--- config.mk ---
export PLATFORM = sky130hd
export DESIGN_NAME = msu_memory_scan_unit
export DESIGN_NICKNAME = d
export VERILOG_FILES = /design/src/msu_pkg.sv /design/src/msu_memory_scan_unit.sv
export VERILOG_INCLUDE_DIRS = /design/src
export SDC_FILE = /design/constraint.sdc
export NUM_CORES = 1
export LEC_CHECK = 0
export BUFFER_PORTS_ARGS = -buffer_cell sky130_fd_sc_hd__buf_2
export CELL_PAD_IN_SITES_DETAIL_PLACEMENT = 1
export CELL_PAD_IN_SITES_GLOBAL_PLACEMENT = 1
export CORE_MARGIN = 5
export CORE_UTILIZATION = 34
export CTS_CLUSTER_DIAMETER = 30
export DETAILED_ROUTE_END_ITERATION = 6
export PLACE_DENSITY = 0.81
export SYNTH_ARGS = -nofsm -noshare
export SYNTH_HDL_FRONTEND = slang
export SYNTH_SLANG_ARGS = --single-unit
--- constraint.sdc ---
create_clock -name CLK_SYS -period 3.35 [get_ports CLK_SYS]
set_input_delay 0.335 -clock CLK_SYS [delete_from_list [all_inputs] [get_ports CLK_SYS]]
set_output_delay 0.335 -clock CLK_SYS [all_outputs]
set_load 0.01 [all_outputs]
--- src/msu_params.svh ---
// Register offsets, field positions, reset values and timing counts of the memory scan unit.
`ifndef MSU_PARAMS_SVH
`define MSU_PARAMS_SVH
`define MSU_OFS_SCAN_CONTROL 2'h0
`define MSU_OFS_MODE_SECTION 2'h1
`define MSU_OFS_STATUS 2'h2
`define MSU_OFS_DEBUG_STATUS 2'h3
`define MSU_BIT_ENABLE 0
`define MSU_BIT_FAIL_IE 1
`define MSU_BIT_SOFT_RESET 7
`define MSU_BIT_BUSY 0
`define MSU_BIT_PASS 1
`define MSU_SEL_LSB 0
`define MSU_MODE_LSB 4
`define MSU_STATUS_RESET 8'h02
`define MSU_CRC_PRESET 16'hFFFF
`define MSU_CRC_POLY 16'h1021
`define MSU_START_DELAY 2'h3
`define MSU_FETCH_PERIOD 2'h3
`define MSU_SEL_FLASH 2'h0
`define MSU_SEL_BOOTAPP 2'h1
`define MSU_SEL_BOOT 2'h2
`endif

--- src/msu_pkg.sv ---
// Types shared by the memory scan unit.
package msu_pkg;
   typedef enum logic [4:0] {
      MSU_IDLE = 5'b00001,
      MSU_DELAY = 5'b00010,
      MSU_FETCH = 5'b00100,
      MSU_HASH = 5'b01000,
      MSU_DONE = 5'b10000
   } msu_state_t;
endpackage
--- src/msu_memory_scan_unit.sv ---
// Flash CRC memory scan unit with an Avalon-MM register slave.
`timescale 1ns/100ps
`include "msu_params.svh"
module msu_memory_scan_unit #(
   parameter int ADDR_W = 16
) (
   // Clock and reset
   input wire logic CLK_SYS,
   input wire logic RST,
   // Avalon-MM register slave
   input wire logic [1:0] AVS_ADDRESS,
   input wire logic AVS_READ,
   input wire logic AVS_WRITE,
   input wire logic [31:0] AVS_WRITEDATA,
   input wire logic [3:0] AVS_BYTEENABLE,
   output logic [31:0] AVS_READDATA,
   output logic AVS_WAITREQUEST,
   // Fuses and section ends (fuse ends in 256-byte pages, last flash address in bytes)
   input wire logic STARTUP_SCAN_EN,
   input wire logic [1:0] STARTUP_SCAN_SELECT,
   input wire logic [ADDR_W-9:0] BOOT_END_FUSE,
   input wire logic [ADDR_W-9:0] APP_END_FUSE,
   input wire logic [ADDR_W-1:0] LAST_FLASH_ADDRESS,
   // Flash word read port
   output logic FLASH_REQ,
   output logic [ADDR_W-1:0] FLASH_ADDR,
   input wire logic [15:0] FLASH_RDATA,
   // CPU and debugger
   input wire logic SLEEP,
   input wire logic DBG_BUS_ACCESS,
   input wire logic DBG_INTERNAL_ACCESS,
   input wire logic DBG_STATUS_READ,
   input wire logic DBG_DISCONNECT,
   input wire logic DBG_BUSY_WRITE,
   input wire logic DBG_BUSY_WDATA,
   output logic [1:0] DBG_STATUS_COPY,
   output logic CPU_STALL,
   output logic CPU_HOLD_RESET,
   output logic NMI_REQ
);
   import msu_pkg::*;

   msu_state_t state_r;
   logic enable_r, fail_ie_r, pass_r, busy_r, dbg_hold_r, startup_r, startup_done_r;
   logic [1:0] sel_r, mode_r, cnt_r;
   logic [15:0] crc_r, word_r;
   logic byte_idx_r;
   logic [ADDR_W-1:0] addr_r;
   logic [ADDR_W-1:0] last_addr;
   logic wr, rd, reg_blocked, sw_start, sw_reset, dbg_kick, running;
   logic rd_wait_r;

   function automatic logic [15:0] crc_byte(input logic [15:0] c, input logic [7:0] b);
      logic [15:0] x;
      x = c;
      for (int i = 7; i >= 0; i--) begin
         x = {x[14:0], 1'b0} ^ ((x[15] ^ b[i]) ? `MSU_CRC_POLY : 16'h0000);
      end
      return x;
   endfunction

   // Reads take one wait state so the registered read data stands at the accepting edge.
   // Writes are answered in their own cycle.
   always_ff @(posedge CLK_SYS or posedge RST) begin
      if (RST) begin
         rd_wait_r <= 1'b0;
      end else begin
         rd_wait_r <= AVS_READ && !rd_wait_r;
      end
   end
   assign AVS_WAITREQUEST = AVS_READ && !rd_wait_r;
   assign wr = AVS_WRITE && AVS_BYTEENABLE[0];
   assign rd = AVS_READ && !rd_wait_r;
   assign reg_blocked = busy_r || NMI_REQ;
   assign sw_start = wr && AVS_ADDRESS == `MSU_OFS_SCAN_CONTROL && !NMI_REQ
                     && AVS_WRITEDATA[`MSU_BIT_ENABLE];
   assign sw_reset = wr && AVS_ADDRESS == `MSU_OFS_SCAN_CONTROL
                     && AVS_WRITEDATA[`MSU_BIT_SOFT_RESET] && !(fail_ie_r && busy_r);
   // An internal access, disconnect or status-copy read lets the scan run again; a bus access in the same cycle keeps the hold.
   assign dbg_kick = DBG_INTERNAL_ACCESS || DBG_DISCONNECT || DBG_STATUS_READ;

   // Section end address by selection.
   always_comb begin
      case (sel_r)
         // A section ends on the last byte below its end page, where the checksum sits.
         `MSU_SEL_BOOT: last_addr = {BOOT_END_FUSE, 8'h00} - ADDR_W'(1);
         `MSU_SEL_BOOTAPP: last_addr = {APP_END_FUSE, 8'h00} - ADDR_W'(1);
         default: last_addr = LAST_FLASH_ADDRESS;
      endcase
   end

   // Scan work happens only while awake and not held by the debugger.
   // A hold only pauses the walk; the partial checksum is kept, so the verdict is unchanged.
   assign running = !SLEEP && !dbg_hold_r;

   always_ff @(posedge CLK_SYS or posedge RST) begin
      if (RST) begin
         dbg_hold_r <= 1'b0;
      end else if (DBG_BUS_ACCESS) begin
         dbg_hold_r <= 1'b1;
      end else if (dbg_kick || (DBG_BUSY_WRITE && !DBG_BUSY_WDATA)) begin
         dbg_hold_r <= 1'b0;
      end
   end

   always_ff @(posedge CLK_SYS or posedge RST) begin
      if (RST) begin
         startup_r <= 1'b0;
         startup_done_r <= 1'b0;
      end else if (!startup_done_r) begin
         startup_done_r <= 1'b1;
         startup_r <= STARTUP_SCAN_EN;
      end else if (state_r == MSU_DONE) begin
         startup_r <= 1'b0;
      end
   end

   // Control registers.
   always_ff @(posedge CLK_SYS or posedge RST) begin
      if (RST) begin
         enable_r <= 1'b0;
         fail_ie_r <= 1'b0;
         sel_r <= 2'h0;
         mode_r <= 2'h0;
      end else if (!startup_done_r && STARTUP_SCAN_EN) begin
         enable_r <= 1'b1;
         sel_r <= STARTUP_SCAN_SELECT;
      end else if (sw_reset) begin
         enable_r <= 1'b0;
         sel_r <= 2'h0;
         mode_r <= 2'h0;
      end else begin
         if (sw_start) begin
            enable_r <= 1'b1;
         end
         if (wr && AVS_ADDRESS == `MSU_OFS_SCAN_CONTROL && !reg_blocked
             && AVS_WRITEDATA[`MSU_BIT_FAIL_IE]) begin
            fail_ie_r <= 1'b1;
         end
         if (wr && AVS_ADDRESS == `MSU_OFS_MODE_SECTION && !reg_blocked) begin
            sel_r <= AVS_WRITEDATA[`MSU_SEL_LSB +: 2];
            mode_r <= AVS_WRITEDATA[`MSU_MODE_LSB +: 2];
         end
      end
   end

   // Scan sequencer: delay, then alternate fetch and two byte hashes.
   always_ff @(posedge CLK_SYS or posedge RST) begin
      if (RST) begin
         state_r <= MSU_IDLE;
         cnt_r <= 2'h0;
         busy_r <= 1'b0;
         crc_r <= `MSU_CRC_PRESET;
         addr_r <= '0;
         word_r <= 16'h0000;
         byte_idx_r <= 1'b0;
         pass_r <= 1'b1;
      end else if (sw_reset) begin
         state_r <= MSU_IDLE;
         busy_r <= 1'b0;
         pass_r <= 1'b0;
      end else if (DBG_BUSY_WRITE && !DBG_BUSY_WDATA) begin
         state_r <= MSU_IDLE;
         busy_r <= 1'b0;
      end else begin
         case (state_r)
            MSU_IDLE: begin
               if (sw_start || (DBG_BUSY_WRITE && DBG_BUSY_WDATA)
                   || (!startup_done_r && STARTUP_SCAN_EN)) begin
                  state_r <= MSU_DELAY;
                  cnt_r <= 2'h1;
                  busy_r <= 1'b1;
               end
            end
            MSU_DELAY: begin
               if (running) begin
                  if (cnt_r == `MSU_START_DELAY - 2'h1) begin
                     state_r <= MSU_FETCH;
                     crc_r <= `MSU_CRC_PRESET;
                     addr_r <= '0;
                     cnt_r <= 2'h0;
                  end else begin
                     cnt_r <= cnt_r + 2'h1;
                  end
               end
            end
            MSU_FETCH: begin
               if (running) begin
                  word_r <= FLASH_RDATA;
                  byte_idx_r <= 1'b0;
                  state_r <= MSU_HASH;
               end
            end
            MSU_HASH: begin
               if (running) begin
                  // Low byte sits at the even address, so it goes first.
                  crc_r <= crc_byte(crc_r, byte_idx_r ? word_r[15:8] : word_r[7:0]);
                  byte_idx_r <= 1'b1;
                  if (byte_idx_r) begin
                     if (addr_r[ADDR_W-1:1] == last_addr[ADDR_W-1:1]) begin
                        state_r <= MSU_DONE;
                     end else begin
                        addr_r <= addr_r + ADDR_W'(2);
                        state_r <= MSU_FETCH;
                     end
                  end
               end
            end
            MSU_DONE: begin
               // Residue over data plus stored checksum is zero without final xor.
               pass_r <= (crc_r == 16'h0000);
               busy_r <= 1'b0;
               state_r <= MSU_IDLE;
            end
            default: state_r <= MSU_IDLE;
         endcase
      end
   end

   // Request latches on the first failure while the fail enable is set, and only reset clears it.
   always_ff @(posedge CLK_SYS or posedge RST) begin
      if (RST) begin
         NMI_REQ <= 1'b0;
      end else if (state_r == MSU_DONE && crc_r != 16'h0000 && fail_ie_r) begin
         NMI_REQ <= 1'b1;
      end
   end

   always_ff @(posedge CLK_SYS or posedge RST) begin
      if (RST) begin
         AVS_READDATA <= 32'h0000_0000;
         DBG_STATUS_COPY <= 2'h0;
      end else begin
         DBG_STATUS_COPY <= {pass_r, busy_r};
         if (rd) begin
            case (AVS_ADDRESS)
               `MSU_OFS_SCAN_CONTROL: AVS_READDATA <= {30'h0, fail_ie_r, enable_r};
               `MSU_OFS_MODE_SECTION: AVS_READDATA <= {26'h0, mode_r, 2'h0, sel_r};
               `MSU_OFS_STATUS: AVS_READDATA <= {30'h0, pass_r || busy_r, busy_r};
               default: AVS_READDATA <= 32'h0000_0000;
            endcase
         end
      end
   end

   assign FLASH_REQ = state_r == MSU_FETCH && running;
   assign FLASH_ADDR = addr_r;
   // Stall covers the scan after the start delay, including debugger holds and sleep.
   assign CPU_STALL = busy_r && state_r != MSU_DELAY;
   assign CPU_HOLD_RESET = !startup_done_r || startup_r || (STARTUP_SCAN_EN && !pass_r);

   property p_preset;
      @(posedge CLK_SYS) disable iff (RST)
      (state_r == MSU_DELAY && running && cnt_r == 2'h2) |=> crc_r == 16'hFFFF;
   endproperty
   a_preset: assert property (p_preset) else $error("crc not preset");
   property p_delay;
      @(posedge CLK_SYS) disable iff (RST)
      ($rose(busy_r) && !SLEEP && !DBG_BUS_ACCESS && !dbg_hold_r) ##1 (!SLEEP && !dbg_hold_r)
      |=> state_r == MSU_FETCH;
   endproperty
   a_delay: assert property (p_delay) else $error("start delay wrong");
   // A fetch is followed by two hash cycles, so the next fetch or the end comes third.
   property p_third;
      @(posedge CLK_SYS) disable iff (RST)
      (FLASH_REQ && !DBG_BUSY_WRITE && !sw_reset)
      ##1 (running && !DBG_BUSY_WRITE && !sw_reset)[*2]
      |=> state_r == MSU_FETCH || state_r == MSU_DONE;
   endproperty
   a_third: assert property (p_third) else $error("fetch spacing wrong");
   property p_bound;
      @(posedge CLK_SYS) disable iff (RST)
      FLASH_REQ |-> FLASH_ADDR < last_addr;
   endproperty
   a_bound: assert property (p_bound) else $error("fetch beyond section end");
   property p_rd_wait;
      @(posedge CLK_SYS) disable iff (RST)
      (AVS_READ && AVS_WAITREQUEST) |=> !AVS_WAITREQUEST;
   endproperty
   a_rd_wait: assert property (p_rd_wait) else $error("read wait state not ended");
   property p_fail;
      @(posedge CLK_SYS) disable iff (RST)
      (state_r == MSU_DONE && !sw_reset && crc_r != 16'h0000) |=> !pass_r;
   endproperty
   a_fail: assert property (p_fail) else $error("fail not flagged");
   property p_pass;
      @(posedge CLK_SYS) disable iff (RST)
      (state_r == MSU_DONE && !sw_reset && crc_r == 16'h0000) |=> pass_r && !busy_r;
   endproperty
   a_pass: assert property (p_pass) else $error("pass not flagged");
   property p_ie_sticky;
      @(posedge CLK_SYS) disable iff (RST) fail_ie_r |=> fail_ie_r;
   endproperty
   a_ie_sticky: assert property (p_ie_sticky) else $error("fail enable dropped");
   property p_nmi;
      @(posedge CLK_SYS) disable iff (RST)
      (fail_ie_r && state_r == MSU_DONE && crc_r != 16'h0000) |=> NMI_REQ[*3];
   endproperty
   a_nmi: assert property (p_nmi) else $error("nmi not held");
   property p_sleep;
      @(posedge CLK_SYS) disable iff (RST)
      (SLEEP && state_r == MSU_HASH && !sw_reset && !DBG_BUSY_WRITE) |=> $stable(crc_r);
   endproperty
   a_sleep: assert property (p_sleep) else $error("scan ran in sleep");
   property p_block;
      @(posedge CLK_SYS) disable iff (RST)
      (busy_r && !sw_reset) |=> $stable(sel_r) && $stable(mode_r);
   endproperty
   a_block: assert property (p_block) else $error("control changed while busy");
   property p_dbg_busy;
      @(posedge CLK_SYS) disable iff (RST)
      (dbg_hold_r && busy_r && !DBG_BUSY_WRITE && !sw_reset) |=> busy_r;
   endproperty
   a_dbg_busy: assert property (p_dbg_busy) else $error("busy dropped on hold");
   c_pass: cover property (@(posedge CLK_SYS) state_r == MSU_DONE && crc_r == 16'h0000);
   c_fail: cover property (@(posedge CLK_SYS) $rose(NMI_REQ));
   c_hold: cover property (@(posedge CLK_SYS) dbg_hold_r && busy_r);
   c_startup: cover property (@(posedge CLK_SYS) startup_r && state_r == MSU_DONE);
   c_sleep_delay: cover property (@(posedge CLK_SYS) SLEEP && state_r == MSU_DELAY);
endmodule // msu_memory_scan_unit

* Yosys cells after proc, flatten, opt, wreduce, memory -nomap -nowiden
Index checks and enable logic that the tools add are counted.
** Storage, ports and cells
- Flip-flop bits (word level) :: 103
- Input bits :: 100
- Output and inout bits :: 55
- Logic and storage cells :: 187
** Operators by class
- Add/subtract/negate cells :: 4
- Eq/ne operators :: 27
- Mux-type cells :: 57
- Bitwise gates (word level) :: 19
- Reduce and logical (&&, ||, !) cells :: 61
** Operator list (number)
- 16-bit 2-to-1 mux :: 8
- 16-bit by 13-bit bitwise XOR with 16-bit output :: 8
- 13-bit 2-to-1 mux :: 8
- 16-bit one-hot mux with 2 select lines :: 3
- 5-bit 2-to-1 mux :: 9
- 16-bit by 1-bit subtractor with 16-bit output, second input constant :: 2
- 4-bit != test, second input constant :: 6
- 1-bit logical AND :: 21
- 5-bit one-hot mux with 4 select lines :: 1
- 6-bit one-hot mux with 3 select lines :: 1
- 16-bit by 2-bit adder with 16-bit output, second input constant :: 1
- 16-bit logical NOT :: 1
- 2-bit 2-to-1 mux :: 8
- 2-bit != test, second input constant :: 8
- 16-bit nonzero test :: 1
- 15-bit equality test :: 1
- 1-bit 2-to-1 mux :: 15
- 6-bit AND reduction :: 2
- 2-bit nonzero test :: 6
- 5-bit AND reduction :: 2
- 1-bit logical NOT :: 9
- 1-bit logical OR :: 9
- 8-bit 2-to-1 mux :: 1
- 8-bit AND reduction :: 1
- other kinds (20) :: 36

* Logic depth before layout (Yosys ltp)
- Depth after elaboration :: 27
- Gate-level depth with buffers :: 14
- Depth with buffers taken out :: 10

* Least setup slack after synthesis
OpenSTA, ideal clock, no wires.
- Kind :: reg2reg
- Start :: register sel_r[0]
- End :: register addr_r[5], in the netlist FLASH_ADDR[5]
- Library setup time :: 0.132 ns
- Arrival time :: 3.071 ns
- Required time :: 3.218 ns
- Slack :: 0.147 ns
- Cell stages (with the launch flop) :: 14
- Buffers on the path :: 3
- Clock period less this slack :: 3.203 ns
- Path through :: dfrtp_1 inv_1 ha_1 clkbuf_2 inv_1 nor4_1 o21ai_2 or4_1 or4_4 o41ai_4 or2_1 buf_4 buf_8 o31ai_2
** Between the ends
- Cells in the longest elaborated chain, start to end :: 5
- Elaborated cells between the ends (all ways) :: 6
- Classes of those cells :: 4 x eq/ne; 1 x mux; 1 x reduce/logical
** Ends and longest elaborated chain
- start: declaration :: RTL line msu_memory_scan_unit.sv:45 : logic [1:0] sel_r, mode_r, cnt_r;
- start signal: assignment :: RTL line msu_memory_scan_unit.sv:141 : sel_r <= AVS_WRITEDATA[`MSU_SEL_LSB +: 2];
- 2-bit by 1-bit equality test with 1-bit output / 2-bit equality test (equally long branches) :: RTL line msu_memory_scan_unit.sv:84 : case (sel_r)
- 16-bit one-hot mux with 2 select lines * :: RTL line msu_memory_scan_unit.sv:84
- 15-bit equality test * :: RTL line msu_memory_scan_unit.sv:200 : if (addr_r[ADDR_W-1:1] == last_addr[ADDR_W-1:1]) begin
- 2-bit != test (no source line) *
- 8-bit AND reduction (no source line) *
- end signal: assignment :: RTL line msu_memory_scan_unit.sv:203 : addr_r <= addr_r + ADDR_W'(2);
- end: declaration :: RTL line msu_memory_scan_unit.sv:48 : logic [ADDR_W-1:0] addr_r;
Mark *: on every way between the ends. The rest lies on a longest branch, timed or not.
A chain may end at the register's enable or synchronous reset.

* Worst setup path in the final report
- Start :: register sel_r[1]
- End :: register addr_r[1], in the netlist FLASH_ADDR[1]
The elaborated chain is that of the path after synthesis.

==> out/metrics.cfg <==
[global_route]
grt.busiest_layer = met2
antenna_found_initial = 0
grt_use_met3 = 0.0437
grt_max_degree = 75
grt.met1_usage = 0.185
grt_pass1_vias = 4213
grt_use_met2 = 0.295
grt_pass1_wl_um = 21100
grt_util_all_layers = 0.163
overflow = 0

[timing]
max_slew_margin = 0.359
max_slew.worst_pin.slew_ns = 0.961
skew_ns = 0.00701
hold_viol_final = 0
period_needed_ns = 3.14
slew_violations = 0
rsz0062_at_grt = no
period_share = 0.938
clock.fmax_mhz = 318
whs_ns = 0.176
setup_viol = 0
tns_ns = 0

[setup_path]
endpoint_kind = flop
cp_max_fo = 16
setup.worst_path.start_class = flop
critPathRequiredTime_ns = 3.60
crit_arrival_ns = 3.39
critPathKind = flop to flop

[logic_synthesis]
synthArstFlopShare = 1.00
synth-main-ff-cell = dfrtp_1
synth-seq-cells = 74
synth-edff-count = 0
synth.most_common_cell = dfrtp_1
ys_top_cells_by_area = dfrtp_1 (30%), dfstp_2 (10%), buf_4 (4.9%)
synthTopCellsByCount = dfrtp_1 (56), nor2_1 (43), buf_4 (30), nand2_1 (30), o21ai_0 (29)
synthesis.area_sq_mm = 0.00461
ys_types = 66
synth_area_leader_cell = dfrtp_1
synth_area_per_cell_sq_um = 9.59
synth_top_area_frac = 0.304
synth_warnings = 0
ys_seq_area_frac = 0.406
synthCells = 481

[final_layout]
syn_to_final_growth_pct = 20.0
drive_above_1_share = 0.308
fillers = 1583
nNetsFinal = 684
finalNonFillerCells = 760
n_antenna_cell = 0

[cts]
htreeDepth = 3
insertion_delay_ns = 0.35
clock-sinks = 74
postCtsHoldBufs = 0
ctsLongestPathBuffers = 2
cts_resized = 0
post_cts_buffers = 0
cts_tree = done
clk_pin_slew_ns = 0.06
numCtsBuffers = 9
cts-root-buf = clkbuf_16

[status]
status = finished clean

[power]
power_per_cell_area_mw_per_mm2 = 507
vdd_drop_max_mv = 0.222
leakagePower_nw = 2.55

[job]
max_cap_viol_count = 0

[place]
io_buffers = 94
gp_congestion = 0.846
placed_cells = 744
hpwl_um = 9870

[floorplan]
ios = 155
die_x_um = 126
die_h_um = 126
dieArea_sq_mm = 0.0160
rows = 42
initial_core_util = 0.347
core-area_sq_mm = 0.0133

[detailed_routing]
vias = 3933
vias_per_cell = 5.18
drt_wl_total_um = 12900
drtPass1Iterations = 4
avgRoutedWirePerCell_um = 17.0
ant_nets = 0
drc = 0
drt-initial-drc-count = 97

[worst_hold_path]
hp-class = input pin to flop

-- per-stage QoR --
stage                     utilization  worst slack, ns  power (W)  area (sq um)
after floorplan                     -            0.147    0.00158          4720
after global placement          0.391            0.195    0.00176          5200
after detailed placement        0.391           0.0834    0.00180          5200
after CTS                       0.415           0.0497    0.00284          5510
after global routing            0.416           0.0158    0.00297          5540
final                           0.416            0.207    0.00281          5540
-- report_power, final --
group | switching [W] | total (W) | internal, W
Clock | 0.000398 | 0.00102 | 0.000620
Sequential | 0.000116 | 0.00113 | 0.00101
Combinational | 0.000376 | 0.000666 | 0.000290
-- routing by layer --
| layer | part of all wire | wire length [um] |
|---|---|---|
| met2 | 0.53 | 6790 |
| met3 | 0.054 | 701 |
| met4 | 0.017 | 214 |
| met1 | 0.40 | 5200 |
| met5 | 0 | 0 |
-- cell type report --
| class | instances | area (sq um) | area share |
|---|---|---|---|
| Multi-Input combinational cell | 370 | 2500 | 0.452 |
| Sequential cell | 74 | 1870 | 0.339 |
| Clock inverter | 5 | 61.3 | 0.0111 |
| Inverter | 19 | 71.3 | 0.0129 |
| Tap cell | 176 | 220 | 0.0398 |
| Timing Repair Buffer | 105 | 553 | 0.0999 |
| Clock buffer | 11 | 253 | 0.0456 |
-- cell families (layout without fill, tap and decap cells) --
logic type,Yosys count,after routing,share of synthesized area
mux,28,28,0.0654
flops,74,74,0.406
fa+ha+maj,5,5,0.0136
simple gates,152,152,0.179
xor+xnor,40,40,0.0760
buf+inv,65,140,0.0803
other cells,2,30,0.00163
compound gates,115,115,0.178
-- flip-flops by register name (all words and copies together), names as in the netlist, 2 cells and up --
register         cells
crc_r               16
word_r              16
FLASH_ADDR          15
state_r              5
AVS_READDATA         4
DBG_STATUS_COPY      2
cnt_r                2
mode_r               2
sel_r                2
-- cells in the final DEF, fill, tap and decap left out, drive strengths merged, types with 4 or more instances in the layout --
master and count:
conb 30, xor2 23, mux2 17, nand2 30
nand2b 13, o21ai 37, clkbuf 11, nor3 8
dfrtp 56, nor3b 5, o22a 8, mux2i 11
a21oi 15, ha 5, nand3 5, dfstp 18
nor2 43, or4 7, nor4 9, a31oi 9
inv 20, nor2b 4, and3 9, xnor2 17
buf 105, nand4 4, o31ai 12
-- worst paths after layout --
path                                start                  to  slack (ns)  depth (start not counted)
max in group asynchronous             RST  DBG_STATUS_COPY[1]        2.45                          3
min in group asynchronous             RST           word_r[8]        0.28                          3
hold / removal             DBG_BUS_ACCESS          dbg_hold_r        0.18                          2
hold reg to reg                    pass_r  DBG_STATUS_COPY[1]        0.43                          0
setup / recovery                 sel_r[1]       FLASH_ADDR[1]        0.21                         10
setup reg to reg                 sel_r[1]       FLASH_ADDR[1]        0.21                         10
-- worst max-delay path: stages (launching register included) --
cell and delay, ns:
dfrtp_1 0.42, ha_2 0.42, inv_1 0.11, nor4_4 0.30, o21ai_2 0.09, or4_1 0.52, or4_4 0.44, o41ai_4 0.23
buf_4 0.27, o21ai_0 0.15, o31ai_2 0.10
(Power assumes the default switching activity.)
